### config.mk
export PLATFORM = sky130hd
export DESIGN_NAME = fcsm_fault_manager
export DESIGN_NICKNAME = d
export VERILOG_FILES = /design/src/hw/fcsm_fault_manager.v /design/src/hw/fcsm_refresh_timer.v
export VERILOG_INCLUDE_DIRS = /design/src /design/src/hw
export SDC_FILE = /design/constraint.sdc
export NUM_CORES = 1
export LEC_CHECK = 0
export ABC_AREA = 0
export BUFFER_PORTS_ARGS = -buffer_cell sky130_fd_sc_hd__buf_2
export CAP_MARGIN = 10
export CELL_PAD_IN_SITES_DETAIL_PLACEMENT = 2
export CELL_PAD_IN_SITES_GLOBAL_PLACEMENT = 2
export CORE_ASPECT_RATIO = 2
export CORE_MARGIN = 3
export CORE_UTILIZATION = 39
export CTS_CLUSTER_SIZE = 20
export DETAILED_ROUTE_END_ITERATION = 8
export PLACE_DENSITY = 0.89
export SLEW_MARGIN = 25
export SYNTH_ARGS = -nofsm -noshare
export SYNTH_HDL_FRONTEND = slang
export SYNTH_SLANG_ARGS = --single-unit
### constraint.sdc
create_clock -name ref_clk -period 5.4 [get_ports ref_clk]
set_input_delay 1.08 -clock ref_clk [delete_from_list [all_inputs] [get_ports ref_clk]]
set_output_delay 1.08 -clock ref_clk [all_outputs]
set_load 0.03 [all_outputs]
### src/hw/fcsm_regs.vh
// Purpose: Constants for the fault counter state manager.
// Assumes: A 40 MHz reference clock and a synchronous active-high reset.
// Notes:   Definitions only; included by bare name from the design files.
// Behaviour
// [RQ1] First supply dip: safe, count kept, timer idle
// [RQ2] First hot or pump fault: count, arm timer
// [RQ3] Repeat fault counts; fourth goes safe, then latch
// [RQ4] Repeat counted fault restarts timer from zero
// [RQ5] Any overtemperature in history selects long threshold
// [RQ6] Later supply dip: safe, count kept, restart
// [RQ7] Counted fault during supply safe: count or latch
// [RQ8] Second safe cause not recounted, long threshold
// [RQ9] Supply dip during safe keeps count, threshold
// [RQ10] Latched state is left only by reset
// [RQ11] Timer expiry in active clears count, history
`ifndef FCSM_REGS_VH
`define FCSM_REGS_VH

// Reference clock rate in hertz.
`define FCSM_CLK_HZ         40000000
// Refresh thresholds as times.
`define FCSM_REFRESH_LONG_S  30
`define FCSM_REFRESH_SHORT_MS 100
// Refresh thresholds in reference clock cycles.
`define FCSM_LONG_CYC  (`FCSM_REFRESH_LONG_S * `FCSM_CLK_HZ)
`define FCSM_SHORT_CYC (`FCSM_REFRESH_SHORT_MS * (`FCSM_CLK_HZ / 1000))
// Width of the refresh timer count.
`define FCSM_TMR_W     31
// Fault count that latches the device off.
`define FCSM_FAULT_LIMIT 4
// Width of the fault counter.
`define FCSM_FC_W      3
// Mode encodings.
`define FCSM_ST_ACTIVE 2'h0
`define FCSM_ST_SAFE   2'h1
`define FCSM_ST_LATCH  2'h2
// Safe cause encodings.
`define FCSM_CAUSE_VS  2'h0
`define FCSM_CAUSE_OT  2'h1
`define FCSM_CAUSE_CP  2'h2
// Fault input bit positions.
`define FCSM_BIT_VS    0
`define FCSM_BIT_OT    1
`define FCSM_BIT_CP    2
// Reset values.
`define FCSM_RST_FC    3'h0
`define FCSM_RST_LONG  1'b1

`endif

### src/hw/fcsm_fault_manager.v
// Purpose: Moves the device between active, safe and latched-off modes
//          as the fault monitors report, and keeps the fault count.
// Assumes: Monitor flags are asynchronous levels, high while a fault holds.
// Notes:   Safe is left once every monitor flag has been low for a cycle.
`timescale 1ns/1ps
`default_nettype none
`include "fcsm_regs.vh"

module fcsm_fault_manager #(
  parameter [`FCSM_TMR_W-1:0] LONG_CYC    = `FCSM_LONG_CYC,
  parameter [`FCSM_TMR_W-1:0] SHORT_CYC   = `FCSM_SHORT_CYC,
  parameter [`FCSM_FC_W-1:0]  FAULT_LIMIT = `FCSM_FAULT_LIMIT
) (
  // Clock and reset.
  input  wire                  ref_clk,
  input  wire                  rst,
  // Fault flags from the analog monitors.
  input  wire                  battery_supply_uv,
  input  wire                  overtemp,
  input  wire                  charge_pump_supply_uv,
  // Mode and fault bookkeeping.
  output reg  [1:0]            mode_reg,
  output reg  [`FCSM_FC_W-1:0] fault_counter_reg,
  output reg                   refresh_long_reg,
  output reg                   hist_ot_reg,
  output reg                   hist_cp_reg,
  // Refresh timer status.
  output reg                   refresh_running_reg
);

  // Synchroniser stages and edge history for the three flags.
  reg  [2:0] sync1_reg;
  reg  [2:0] sync2_reg;
  reg  [2:0] prev_reg;
  wire [2:0] rise;
  wire       ev_vs;
  wire       ev_ot;
  wire       ev_cp;
  wire       ev_count;
  wire       any_level;

  // Internal state.
  reg  [1:0]            cause_reg;
  reg                   arm_reg;
  reg                   latch_pend_reg;
  reg  [1:0]            mode_next;
  reg  [1:0]            cause_next;
  reg  [`FCSM_FC_W-1:0] fc_next;
  reg                   long_next;
  reg                   hist_ot_next;
  reg                   hist_cp_next;
  reg                   arm_next;
  reg                   pend_next;
  reg                   tmr_start;
  reg                   tmr_stop;
  wire                  tmr_running;
  wire                  tmr_expired;
  wire [`FCSM_FC_W-1:0] fc_inc;

  // Adds one to the count but never wraps past the latch value.
  function [`FCSM_FC_W-1:0] fc_plus;
    input [`FCSM_FC_W-1:0] fc;
    begin
      if (fc >= FAULT_LIMIT)
        fc_plus = FAULT_LIMIT;
      else
        fc_plus = fc + 1'b1;
    end
  endfunction

  // Flags are pins from the analog side, so they pass two flip-flops.
  always @(posedge ref_clk)
  begin
    if (rst)
    begin
      sync1_reg <= 3'h0;
      sync2_reg <= 3'h0;
      prev_reg  <= 3'h0;
    end
    else
    begin
      sync1_reg <= {charge_pump_supply_uv, overtemp, battery_supply_uv};
      sync2_reg <= sync1_reg;
      prev_reg  <= sync2_reg;
    end
  end

  // A fault is counted once per onset, not for every cycle it holds.
  assign rise      = sync2_reg & ~prev_reg;
  assign ev_vs     = rise[`FCSM_BIT_VS];
  assign ev_ot     = rise[`FCSM_BIT_OT];
  assign ev_cp     = rise[`FCSM_BIT_CP];
  assign ev_count  = ev_ot | ev_cp;
  assign any_level = |sync2_reg;
  assign fc_inc    = fc_plus(fault_counter_reg);

  // Next-state decision. Simultaneous onsets count as one fault, and
  // overtemperature takes precedence for cause and threshold.
  always @*
  begin
    mode_next    = mode_reg;
    cause_next   = cause_reg;
    fc_next      = fault_counter_reg;
    long_next    = refresh_long_reg;
    hist_ot_next = hist_ot_reg;
    hist_cp_next = hist_cp_reg;
    arm_next     = arm_reg;
    pend_next    = 1'b0;
    tmr_start    = 1'b0;
    tmr_stop     = 1'b0;
    case (mode_reg)
      `FCSM_ST_ACTIVE:
      begin
        if (ev_count)
        begin
          mode_next    = `FCSM_ST_SAFE;
          cause_next   = ev_ot ? `FCSM_CAUSE_OT : `FCSM_CAUSE_CP;
          fc_next      = fc_inc; // RQ2 RQ3
          hist_ot_next = hist_ot_reg | ev_ot;
          hist_cp_next = hist_cp_reg | ev_cp;
          long_next    = hist_ot_reg | ev_ot; // RQ2 RQ5
          arm_next     = 1'b1; // RQ2 RQ4
          pend_next    = (fc_inc >= FAULT_LIMIT); // RQ3
          tmr_stop     = 1'b1;
        end
        else if (ev_vs)
        begin
          mode_next  = `FCSM_ST_SAFE;
          cause_next = `FCSM_CAUSE_VS;
          if (hist_ot_reg | hist_cp_reg)
          begin
            long_next = hist_ot_reg; // RQ6
            arm_next  = 1'b1; // RQ6
          end
          else
          begin
            long_next = `FCSM_RST_LONG; // RQ1
            arm_next  = 1'b0; // RQ1
          end
          tmr_stop = 1'b1;
        end
        else if (tmr_expired)
        begin
          // The quiet period has elapsed, so the history is forgiven.
          fc_next      = `FCSM_RST_FC; // RQ11
          hist_ot_next = 1'b0; // RQ11
          hist_cp_next = 1'b0; // RQ11
          long_next    = `FCSM_RST_LONG;
          arm_next     = 1'b0;
          tmr_stop     = 1'b1; // RQ11
        end
      end
      `FCSM_ST_SAFE:
      begin
        if (latch_pend_reg)
          mode_next = `FCSM_ST_LATCH; // RQ3
        else if (cause_reg == `FCSM_CAUSE_VS)
        begin
          if (ev_count)
          begin
            fc_next      = fc_inc; // RQ7
            cause_next   = ev_ot ? `FCSM_CAUSE_OT : `FCSM_CAUSE_CP;
            hist_ot_next = hist_ot_reg | ev_ot;
            hist_cp_next = hist_cp_reg | ev_cp;
            long_next    = hist_ot_reg | ev_ot; // RQ7 RQ5
            arm_next     = 1'b1;
            if (fc_inc >= FAULT_LIMIT)
              mode_next = `FCSM_ST_LATCH; // RQ7
          end
          else if (!any_level)
            mode_next = `FCSM_ST_ACTIVE;
        end
        else
        begin
          // Only the other counted fault matters here; a repeat of the
          // cause and a supply dip leave count and threshold alone.
          if ((cause_reg == `FCSM_CAUSE_OT && ev_cp) ||
              (cause_reg == `FCSM_CAUSE_CP && ev_ot))
          begin
            hist_ot_next = 1'b1; // RQ8
            hist_cp_next = 1'b1;
            long_next    = 1'b1; // RQ8
            arm_next     = 1'b1; // RQ8
          end
          else if (!any_level && !ev_vs)
            mode_next = `FCSM_ST_ACTIVE; // RQ9
        end
        // Returning to active starts the timer only if it was armed.
        if (mode_next == `FCSM_ST_ACTIVE && arm_reg)
          tmr_start = 1'b1; // RQ2 RQ4 RQ6
      end
      `FCSM_ST_LATCH:
      begin
        mode_next = `FCSM_ST_LATCH; // RQ10
        tmr_stop  = 1'b1; // RQ10
      end
      default:
      begin
        mode_next = `FCSM_ST_LATCH;
        tmr_stop  = 1'b1;
      end
    endcase
  end

  // State registers; only reset releases the latched mode.
  always @(posedge ref_clk)
  begin
    if (rst)
    begin
      mode_reg            <= `FCSM_ST_ACTIVE; // RQ10
      cause_reg           <= `FCSM_CAUSE_VS;
      fault_counter_reg   <= `FCSM_RST_FC;
      refresh_long_reg    <= `FCSM_RST_LONG;
      hist_ot_reg         <= 1'b0;
      hist_cp_reg         <= 1'b0;
      arm_reg             <= 1'b0;
      latch_pend_reg      <= 1'b0;
      refresh_running_reg <= 1'b0;
    end
    else
    begin
      mode_reg            <= mode_next;
      cause_reg           <= cause_next;
      fault_counter_reg   <= fc_next;
      refresh_long_reg    <= long_next;
      hist_ot_reg         <= hist_ot_next;
      hist_cp_reg         <= hist_cp_next;
      arm_reg             <= arm_next;
      latch_pend_reg      <= pend_next;
      refresh_running_reg <= tmr_running;
    end
  end

  // The timer sees the threshold already chosen for this quiet period.
  fcsm_refresh_timer #(
    .LONG_CYC  (LONG_CYC),
    .SHORT_CYC (SHORT_CYC)
  ) u_timer (
    .ref_clk     (ref_clk),
    .rst         (rst),
    .start       (tmr_start),
    .stop        (tmr_stop),
    .thr_long    (refresh_long_reg),
    .running_reg (tmr_running),
    .expired_reg (tmr_expired)
  );

endmodule // fcsm_fault_manager
`default_nettype wire

### src/hw/fcsm_refresh_timer.v
// Purpose: Refresh timer that counts up to a selected threshold.
// Assumes: Start is a single-cycle pulse on ref_clk; stop is held high while latched.
// Notes:   Start wins over stop; expiry stops the timer by itself.
`timescale 1ns/1ps
`default_nettype none
`include "fcsm_regs.vh"

module fcsm_refresh_timer #(
  parameter [`FCSM_TMR_W-1:0] LONG_CYC  = `FCSM_LONG_CYC,
  parameter [`FCSM_TMR_W-1:0] SHORT_CYC = `FCSM_SHORT_CYC
) (
  // Clock and reset.
  input  wire                   ref_clk,
  input  wire                   rst,
  // Control from the state manager.
  input  wire                   start,
  input  wire                   stop,
  input  wire                   thr_long,
  // Status back to the state manager.
  output reg                    running_reg,
  output reg                    expired_reg
);

  reg  [`FCSM_TMR_W-1:0] count_reg;
  wire [`FCSM_TMR_W-1:0] limit;

  // The last count before the threshold is reached.
  assign limit = (thr_long ? LONG_CYC : SHORT_CYC) - 1'b1;

  // Counting restarts from zero on every start pulse.
  always @(posedge ref_clk)
  begin
    if (rst)
    begin
      count_reg   <= {`FCSM_TMR_W{1'b0}};
      running_reg <= 1'b0;
      expired_reg <= 1'b0;
    end
    else
    begin
      expired_reg <= 1'b0;
      if (start)
      begin
        count_reg   <= {`FCSM_TMR_W{1'b0}}; // RQ4
        running_reg <= 1'b1;
      end
      else if (stop)
        running_reg <= 1'b0;
      else if (running_reg)
      begin
        if (count_reg >= limit)
        begin
          running_reg <= 1'b0;
          expired_reg <= 1'b1;
        end
        else
          count_reg <= count_reg + 1'b1;
      end
    end
  end

endmodule // fcsm_refresh_timer
`default_nettype wire

==> impl_metrics.env, run 1 <==
export IMPL_startpoint="refresh_long_reg$_SDFFE_PP1P_"
export IMPL_die_h_um=130
export IMPL_worstHoldStart="sync1_reg[2]$_SDFF_PP0_"
export IMPL_endpoint_kind="flip-flop"
export IMPL_grt_pass1_vias=3084
export IMPL_drive_gt1_frac=0.0879
export IMPL_die_w_um=67.8
export IMPL_largest_reg_flops=31
export IMPL_fmax_mhz=308
export IMPL_critPathKind="reg2reg"
export IMPL_drc=0
export IMPL_critPathMaxFanout=18
export IMPL_initial_core_util=0.407
export IMPL_skew_ns=0.00580
export IMPL_holdBufCountCts=0
export IMPL_ys_warn_count=0
export IMPL_synth_edff_count=0
export IMPL_dp_hpwl_um=7120
export IMPL_slowest_stage="o211a_1"
export IMPL_setup_tns_ns=0
export IMPL_insertion_delay_ns=0.31
export IMPL_worst_pin_slew_ns=0.839
export IMPL_finalCritPeriodShare=0.601
export IMPL_io_pins=14
export IMPL_syn_area_per_cell_um2=8.34
export IMPL_finalSetupViolCount=0
export IMPL_ctsResizeCount=0
export IMPL_syn_cell_area_um2=2980
export IMPL_max_slew_margin_rel=0.437
export IMPL_worst_ir_drop_vdd_uv=166
export IMPL_leakage_nw=1.19
export IMPL_ys_flop_type="dfxtp_1"
export IMPL_htree_num_levels=2
export IMPL_total_power_uw=826
export IMPL_clk_pin_slew_worst_paths_ns=0.08
export IMPL_cts_tree="done"
export IMPL_rows=44
export IMPL_clkSinkCount=55
export IMPL_num_antenna_cells=0
export IMPL_final_nets=384
export IMPL_grt_pass1_wl_um=15800
export IMPL_cp_start_kind="flip-flop"
export IMPL_cts_made_buffers=5
export IMPL_ys_ff_latch=55
export IMPL_cp_arrival_ns=3.48
export IMPL_clockBufferDepth=2
export IMPL_hold_viol=0
export IMPL_fp_dieArea_um2=8790
export IMPL_port_buffers=13
export IMPL_hp_class="reg2reg"
export IMPL_grt_overflow=0
export IMPL_status="completed"
export IMPL_flow_area_growth_from_synthesis_pct=9.07
export IMPL_slew_viol_final=0
export IMPL_post_cts_buffers=0
export IMPL_cts_root_buf="clkbuf_16"
export IMPL_rsz0062_at_grt="no"
export IMPL_required_ns=5.63
export IMPL_core_area_um2=7320
export IMPL_yosysSeqAreaShare=0.370
export IMPL_rr_startpoint="refresh_long_reg$_SDFFE_PP1P_"
export IMPL_async_flop_share=0
export IMPL_ys_types=54
export IMPL_place_congestion=0.796
export IMPL_num_vias=2866
export IMPL_antenna_left=0
export IMPL_p_per_area_nw_per_um2=254
export IMPL_syn_inst=357
export IMPL_vias_per_cell=6.29
export IMPL_grtUsageTotal=0.242
export IMPL_dr_pass1_iters=4
export IMPL_worstPathCellList="inv_1 -> ha_1 -> a21oi_1 -> o211a_1 -> o211a_1 -> nand3_2 -> or4_1 -> a21oi_1"
export IMPL_cpPeakStageDelay_ns=0.58
export IMPL_drtIter0Drc=115
export IMPL_period_needed_ns=3.25
export IMPL_drv_cap=0
export IMPL_wl_um=9780
export IMPL_holdWs_ns=0.455
export IMPL_syn_nets=378
export IMPL_fillers=834
export IMPL_detail_route_wl_per_cell_um=21.4
export IMPL_antenna_found_initial=0
export IMPL_grt_max_degree=47
cells in the final DEF (no fill, tap or decap), types with 4 or more instances in the layout:
cell type,instances
a21oi_1,34
buf_2,13
clkbuf_16,5
dfxtp_1,55
ha_1,16
inv_1,9
mux2i_1,4
nand2_1,32
nand2b_1,12
nand3_1,16
nand4_1,11
nor2_1,25
nor2b_1,14
nor3_1,11
o211ai_1,5
o21ai_0,10
o21ai_1,10
o31ai_1,11
or3_1,11
or4_1,11
logic make-up (layout without fill, tap and decap cells):
| family | count (synthesis) | in the layout | share of synthesized area |
|---|---|---|---|
| adder cells (fa/ha/maj) | 16 | 16 | 0.0672 |
| flip-flops | 55 | 55 | 0.370 |
| multiplexers | 4 | 4 | 0.0134 |
| buffers and inverters | 25 | 32 | 0.0365 |
| XOR/XNOR | 2 | 2 | 0.00588 |
| AO/OA/AOI/OAI | 97 | 97 | 0.215 |
| AND/OR/NAND/NOR | 158 | 158 | 0.292 |
cells in the mapped netlist, types with 3 or more instances:
cell / n / area (um^2)
a31oi_1: 3 / 18.8
o211ai_1: 5 / 37.5
nand4_1: 11 / 68.8
inv_1: 9 / 33.8
o21ai_1: 10 / 50.1
nand3_1: 16 / 80.1
buf_2: 3 / 15.0
nand2b_1: 12 / 75.1
nor3_1: 11 / 55.1
mux2i_1: 4 / 40.0
dfxtp_1: 55 / 1100
clkbuf_1: 10 / 37.5
nor2b_1: 14 / 87.6
or4_1: 11 / 82.6
or3_1: 11 / 68.8
nand2_1: 32 / 120
a21oi_1: 34 / 170
nor2_1: 25 / 93.8
ha_1: 16 / 200
o31ai_1: 11 / 82.6
o21ai_0: 10 / 50.1
and3_1: 3 / 18.8
layout make-up:
cell class / count / area, um^2 / area share
clock buffers: 5 / 125 / 0.0385
clock inverters: 3 / 25.0 / 0.00770
inverters: 9 / 33.8 / 0.0104
multi-input cells: 277 / 1770 / 0.544
flip-flops and latches: 55 / 1100 / 0.339
well taps: 92 / 115 / 0.0354
repair buffers: 15 / 80.1 / 0.0246
where the power goes:
| group | internal, mW | switching [mW] |
|---|---|---|
| combinational | 0.0210 | 0.0452 |
| sequential | 0.412 | 0.00725 |
| clock | 0.174 | 0.167 |
| total | 0.607 | 0.219 |
stage by stage:
| stage | std cells | utilization | area [um^2] | worst slack (ns) |
|---|---|---|---|---|
| 6_report | 456 | 0.444 | 3250 | 2.15 |
| 5_1_grt | 456 | 0.444 | 3250 | 1.91 |
| 3_5_place_dp | 448 | 0.423 | 3100 | 2.16 |
| 3_3_place_gp | 448 | 0.423 | 3100 | 2.33 |
| 4_1_cts | 456 | 0.444 | 3250 | 2.12 |
| 2_1_floorplan | 357 | - | 2980 | 2.48 |
critical path: cells and delay by family (launching register included):
kind            cells  cell delay, ns
compound gates      4            1.17
simple gates        2            0.89
flops               1            0.47
fa+ha+maj           1            0.39
buf+inv             1            0.25
path summary, 6_finish.rpt:
| path | to | slack, ns | cells after the start |
|---|---|---|---|
| hold reg to reg | sync2_reg[2]$_SDFF_PP0_ | 0.46 | 1 |
| hold / removal | sync2_reg[2]$_SDFF_PP0_ | 0.46 | 1 |
| setup / recovery | u_timer.count_reg[26]$_SDFFE_PP0P_ | 2.15 | 8 |
| setup reg to reg | u_timer.count_reg[26]$_SDFFE_PP0P_ | 2.15 | 8 |
layer usage:
| layer | GRT usage | wire, um | up-vias |
|---|---|---|---|
| li1 | - | - | 1347 |
| met1 | 0.232 | 3500 | 1435 |
| met2 | 0.466 | 5650 | 55 |
| met3 | 0.0356 | 210 | 29 |
| met4 | 0.129 | 413 | 0 |
| met5 | 0 | 0 | - |
(Power assumes the default switching activity.)
==> run 2, diff against run 1 <==
--- a/config.mk
+++ b/config.mk
@@ -13,10 +13,10 @@
 export CELL_PAD_IN_SITES_GLOBAL_PLACEMENT = 2
 export CORE_ASPECT_RATIO = 2
 export CORE_MARGIN = 3
-export CORE_UTILIZATION = 39
+export CORE_UTILIZATION = 37
 export CTS_CLUSTER_SIZE = 20
 export DETAILED_ROUTE_END_ITERATION = 8
-export PLACE_DENSITY = 0.89
+export PLACE_DENSITY = 0.85
 export SLEW_MARGIN = 25
 export SYNTH_ARGS = -nofsm -noshare
 export SYNTH_HDL_FRONTEND = slang
==> constraint.sdc (replaced) <==
create_clock -name ref_clk -period 3 [get_ports ref_clk]
set_input_delay 0.6 -clock ref_clk [delete_from_list [all_inputs] [get_ports ref_clk]]
set_output_delay 0.6 -clock ref_clk [all_outputs]
set_load 0.03 [all_outputs]
==> run 2 against run 1 <==
Effect of this change: final area grew 4.2%; wire length is 4.2% higher; maximum frequency increased by 16%; sequential share of layout area decreased by 1.4 points; critical path depth is 2 higher; clock skew barely moved; largest cell class unchanged; combinational power grew 99%; clock power rose by 100%; worst setup slack worse by 1.9 ns; non-clock buffer count rose by 13.
==> impl_metrics.env, run 2 (same netlist as run 1, synthesis figures left out) <==
export IMPL_grt_pass1_wl_um=16800
export IMPL_cp_arrival_ns=3.03
export IMPL_vias_per_cell=6.17
export IMPL_swShare=0.248
export IMPL_worst_ir_drop_vdd_uv=211
export IMPL_place_area_um2=3200
export IMPL_die_w_um=69.5
export IMPL_grtUsageTotal=0.230
export IMPL_fp_dieArea_um2=9230
export IMPL_io_pins=14
export IMPL_initial_core_util=0.386
export IMPL_largest_reg_flops=31
export IMPL_antenna_left=0
export IMPL_design_area_um2=3390
export IMPL_hold_viol=0
export IMPL_p_clk_frac=0.437
export IMPL_place_congestion=0.906
export IMPL_flow_area_growth_from_synthesis_pct=13.6
export IMPL_grt_busiest_layer="met2"
export IMPL_layout_commonest_cell="dfxtp_1"
export IMPL_leakage_nw=1.27
export IMPL_core_area_um2=7710
export IMPL_dr_pass1_iters=4
export IMPL_dp_cells=463
export IMPL_num_vias=2911
export IMPL_holdBufCountCts=0
export IMPL_detail_route_wl_per_cell_um=21.6
export IMPL_cp_start_kind="flip-flop"
export IMPL_p_per_area_nw_per_um2=464
export IMPL_clk_pin_slew_worst_paths_ns=0.08
export IMPL_drv_cap=0
export IMPL_grt_max_degree=44
export IMPL_drive_gt1_frac=0.124
export IMPL_critPathKind="reg2reg"
export IMPL_insertion_delay_ns=0.30
export IMPL_port_buffers=13
export IMPL_dp_hpwl_um=7500
export IMPL_cts_root_buf="clkbuf_16"
export IMPL_final_cell_mix="55 x dfxtp_1, 34 x a21oi_1, 32 x nand2_1"
export IMPL_die_h_um=133
export IMPL_drc=0
export IMPL_status="completed"
export IMPL_grt_overflow=0
export IMPL_pwr_share_seq=0.479
export IMPL_met3_usage=0.0297
export IMPL_num_antenna_cells=0
export IMPL_drtIter0Drc=112
export IMPL_grtUsageMet1=0.205
export IMPL_wl_um=10200
export IMPL_met2_usage=0.478
export IMPL_rows=45
export IMPL_htree_num_levels=2
export IMPL_worst_pin_slew_ns=0.664
export IMPL_slew_viol_final=0
export IMPL_power_net_switching_uw=389
export IMPL_required_ns=3.24
export IMPL_grt_pass1_vias=3328
export IMPL_total_power_mw=1.57
export IMPL_r2r_slack_ns=0.20
export IMPL_p_int_mw=1.18
export IMPL_cts_made_buffers=5
export IMPL_endpoint_kind="flip-flop"
export IMPL_clockBufferDepth=2
export IMPL_skew_ns=0.00559
export IMPL_max_slew_margin_rel=0.558
export IMPL_period_needed_ns=2.80
export IMPL_final_nets=398
export IMPL_antenna_found_initial=0
export IMPL_hp_class="reg2reg"
export IMPL_finalCritPeriodShare=0.932
export IMPL_cts_tree="done"
export IMPL_instances_no_fill=472
export IMPL_pwr_share_comb=0.084
export IMPL_critPathMaxFanout=11
export IMPL_clkSinkCount=55
export IMPL_holdWs_ns=0.460
export IMPL_fillers=885
export IMPL_fmax_mhz=358
export IMPL_finalSetupViolCount=0
-- run 2: cell types whose count changed in the layout (fill, tap and decap cells not counted), sizes merged --
cell      delta
buf         +13
a22o         +1
bufinv       +1
clkinvlp     -1
-- run 2: per-layer routing --
layer  wire length, um  part of all wire  up-vias
met3               159             0.016       29
met2              6180              0.61       40
li1                  -                 -     1381
met1              3440              0.34     1461
met4               412             0.040        0
met5                 0                 0        -
-- run 2: final cells by class --
class / instances / area (um^2) / area share
Sequential cell: 55 / 1100 / 0.325
Multi-Input combinational cell: 278 / 1790 / 0.528
Timing Repair Buffer: 28 / 178 / 0.0525
Tap cell: 94 / 118 / 0.0347
Clock inverter: 3 / 43.8 / 0.0129
Clock buffer: 5 / 125 / 0.0370
Inverter: 9 / 33.8 / 0.00998
-- run 2: power groups by stage --
stage                     combinational [mW]  clock (mW)  sequential [mW]
after detailed placement               0.131           0            0.768
after global placement                 0.122           0            0.767
after global routing                   0.148       0.729            0.753
after CTS                              0.133       0.709            0.752
after floorplan                       0.0750           0            0.774
final                                  0.132       0.687            0.752
-- run 2: worst paths after layout --
path                                       from                                 end  cells after the start
hold / removal          sync1_reg[1]$_SDFF_PP0_             sync2_reg[1]$_SDFF_PP0_                      1
hold reg to reg         sync1_reg[1]$_SDFF_PP0_             sync2_reg[1]$_SDFF_PP0_                      1
setup / recovery  refresh_long_reg$_SDFFE_PP1P_  u_timer.count_reg[20]$_SDFFE_PP0P_                     10
setup reg to reg  refresh_long_reg$_SDFFE_PP1P_  u_timer.count_reg[20]$_SDFFE_PP0P_                     10
-- run 2: repair_timing --
action                                  4_1_cts  5_1_grt
setup buffers                                 0        0
endpoints found under the setup margin        0       25
resized for setup                             0        2
-- run 2: critical path, stage by stage (launching register included) --
cell     delay [ns]
dfxtp_1        0.35
inv_1          0.11
buf_4          0.18
ha_1           0.35
a21oi_1        0.16
o211a_1        0.22
o211a_2        0.35
buf_4          0.20
nand4_1        0.17
or4_1          0.45
a21oi_1        0.16
-- run 2: metrics by stage --
stage,utilization,setup TNS [ns],setup slack [ns]
after detailed placement,0.415,0,0.0525
after global routing,0.439,-0.00232,-0.00232
final,0.439,0,0.204
after floorplan,-,0,0.0757
after CTS,0.437,0,0.00640
after global placement,0.415,0,0.227
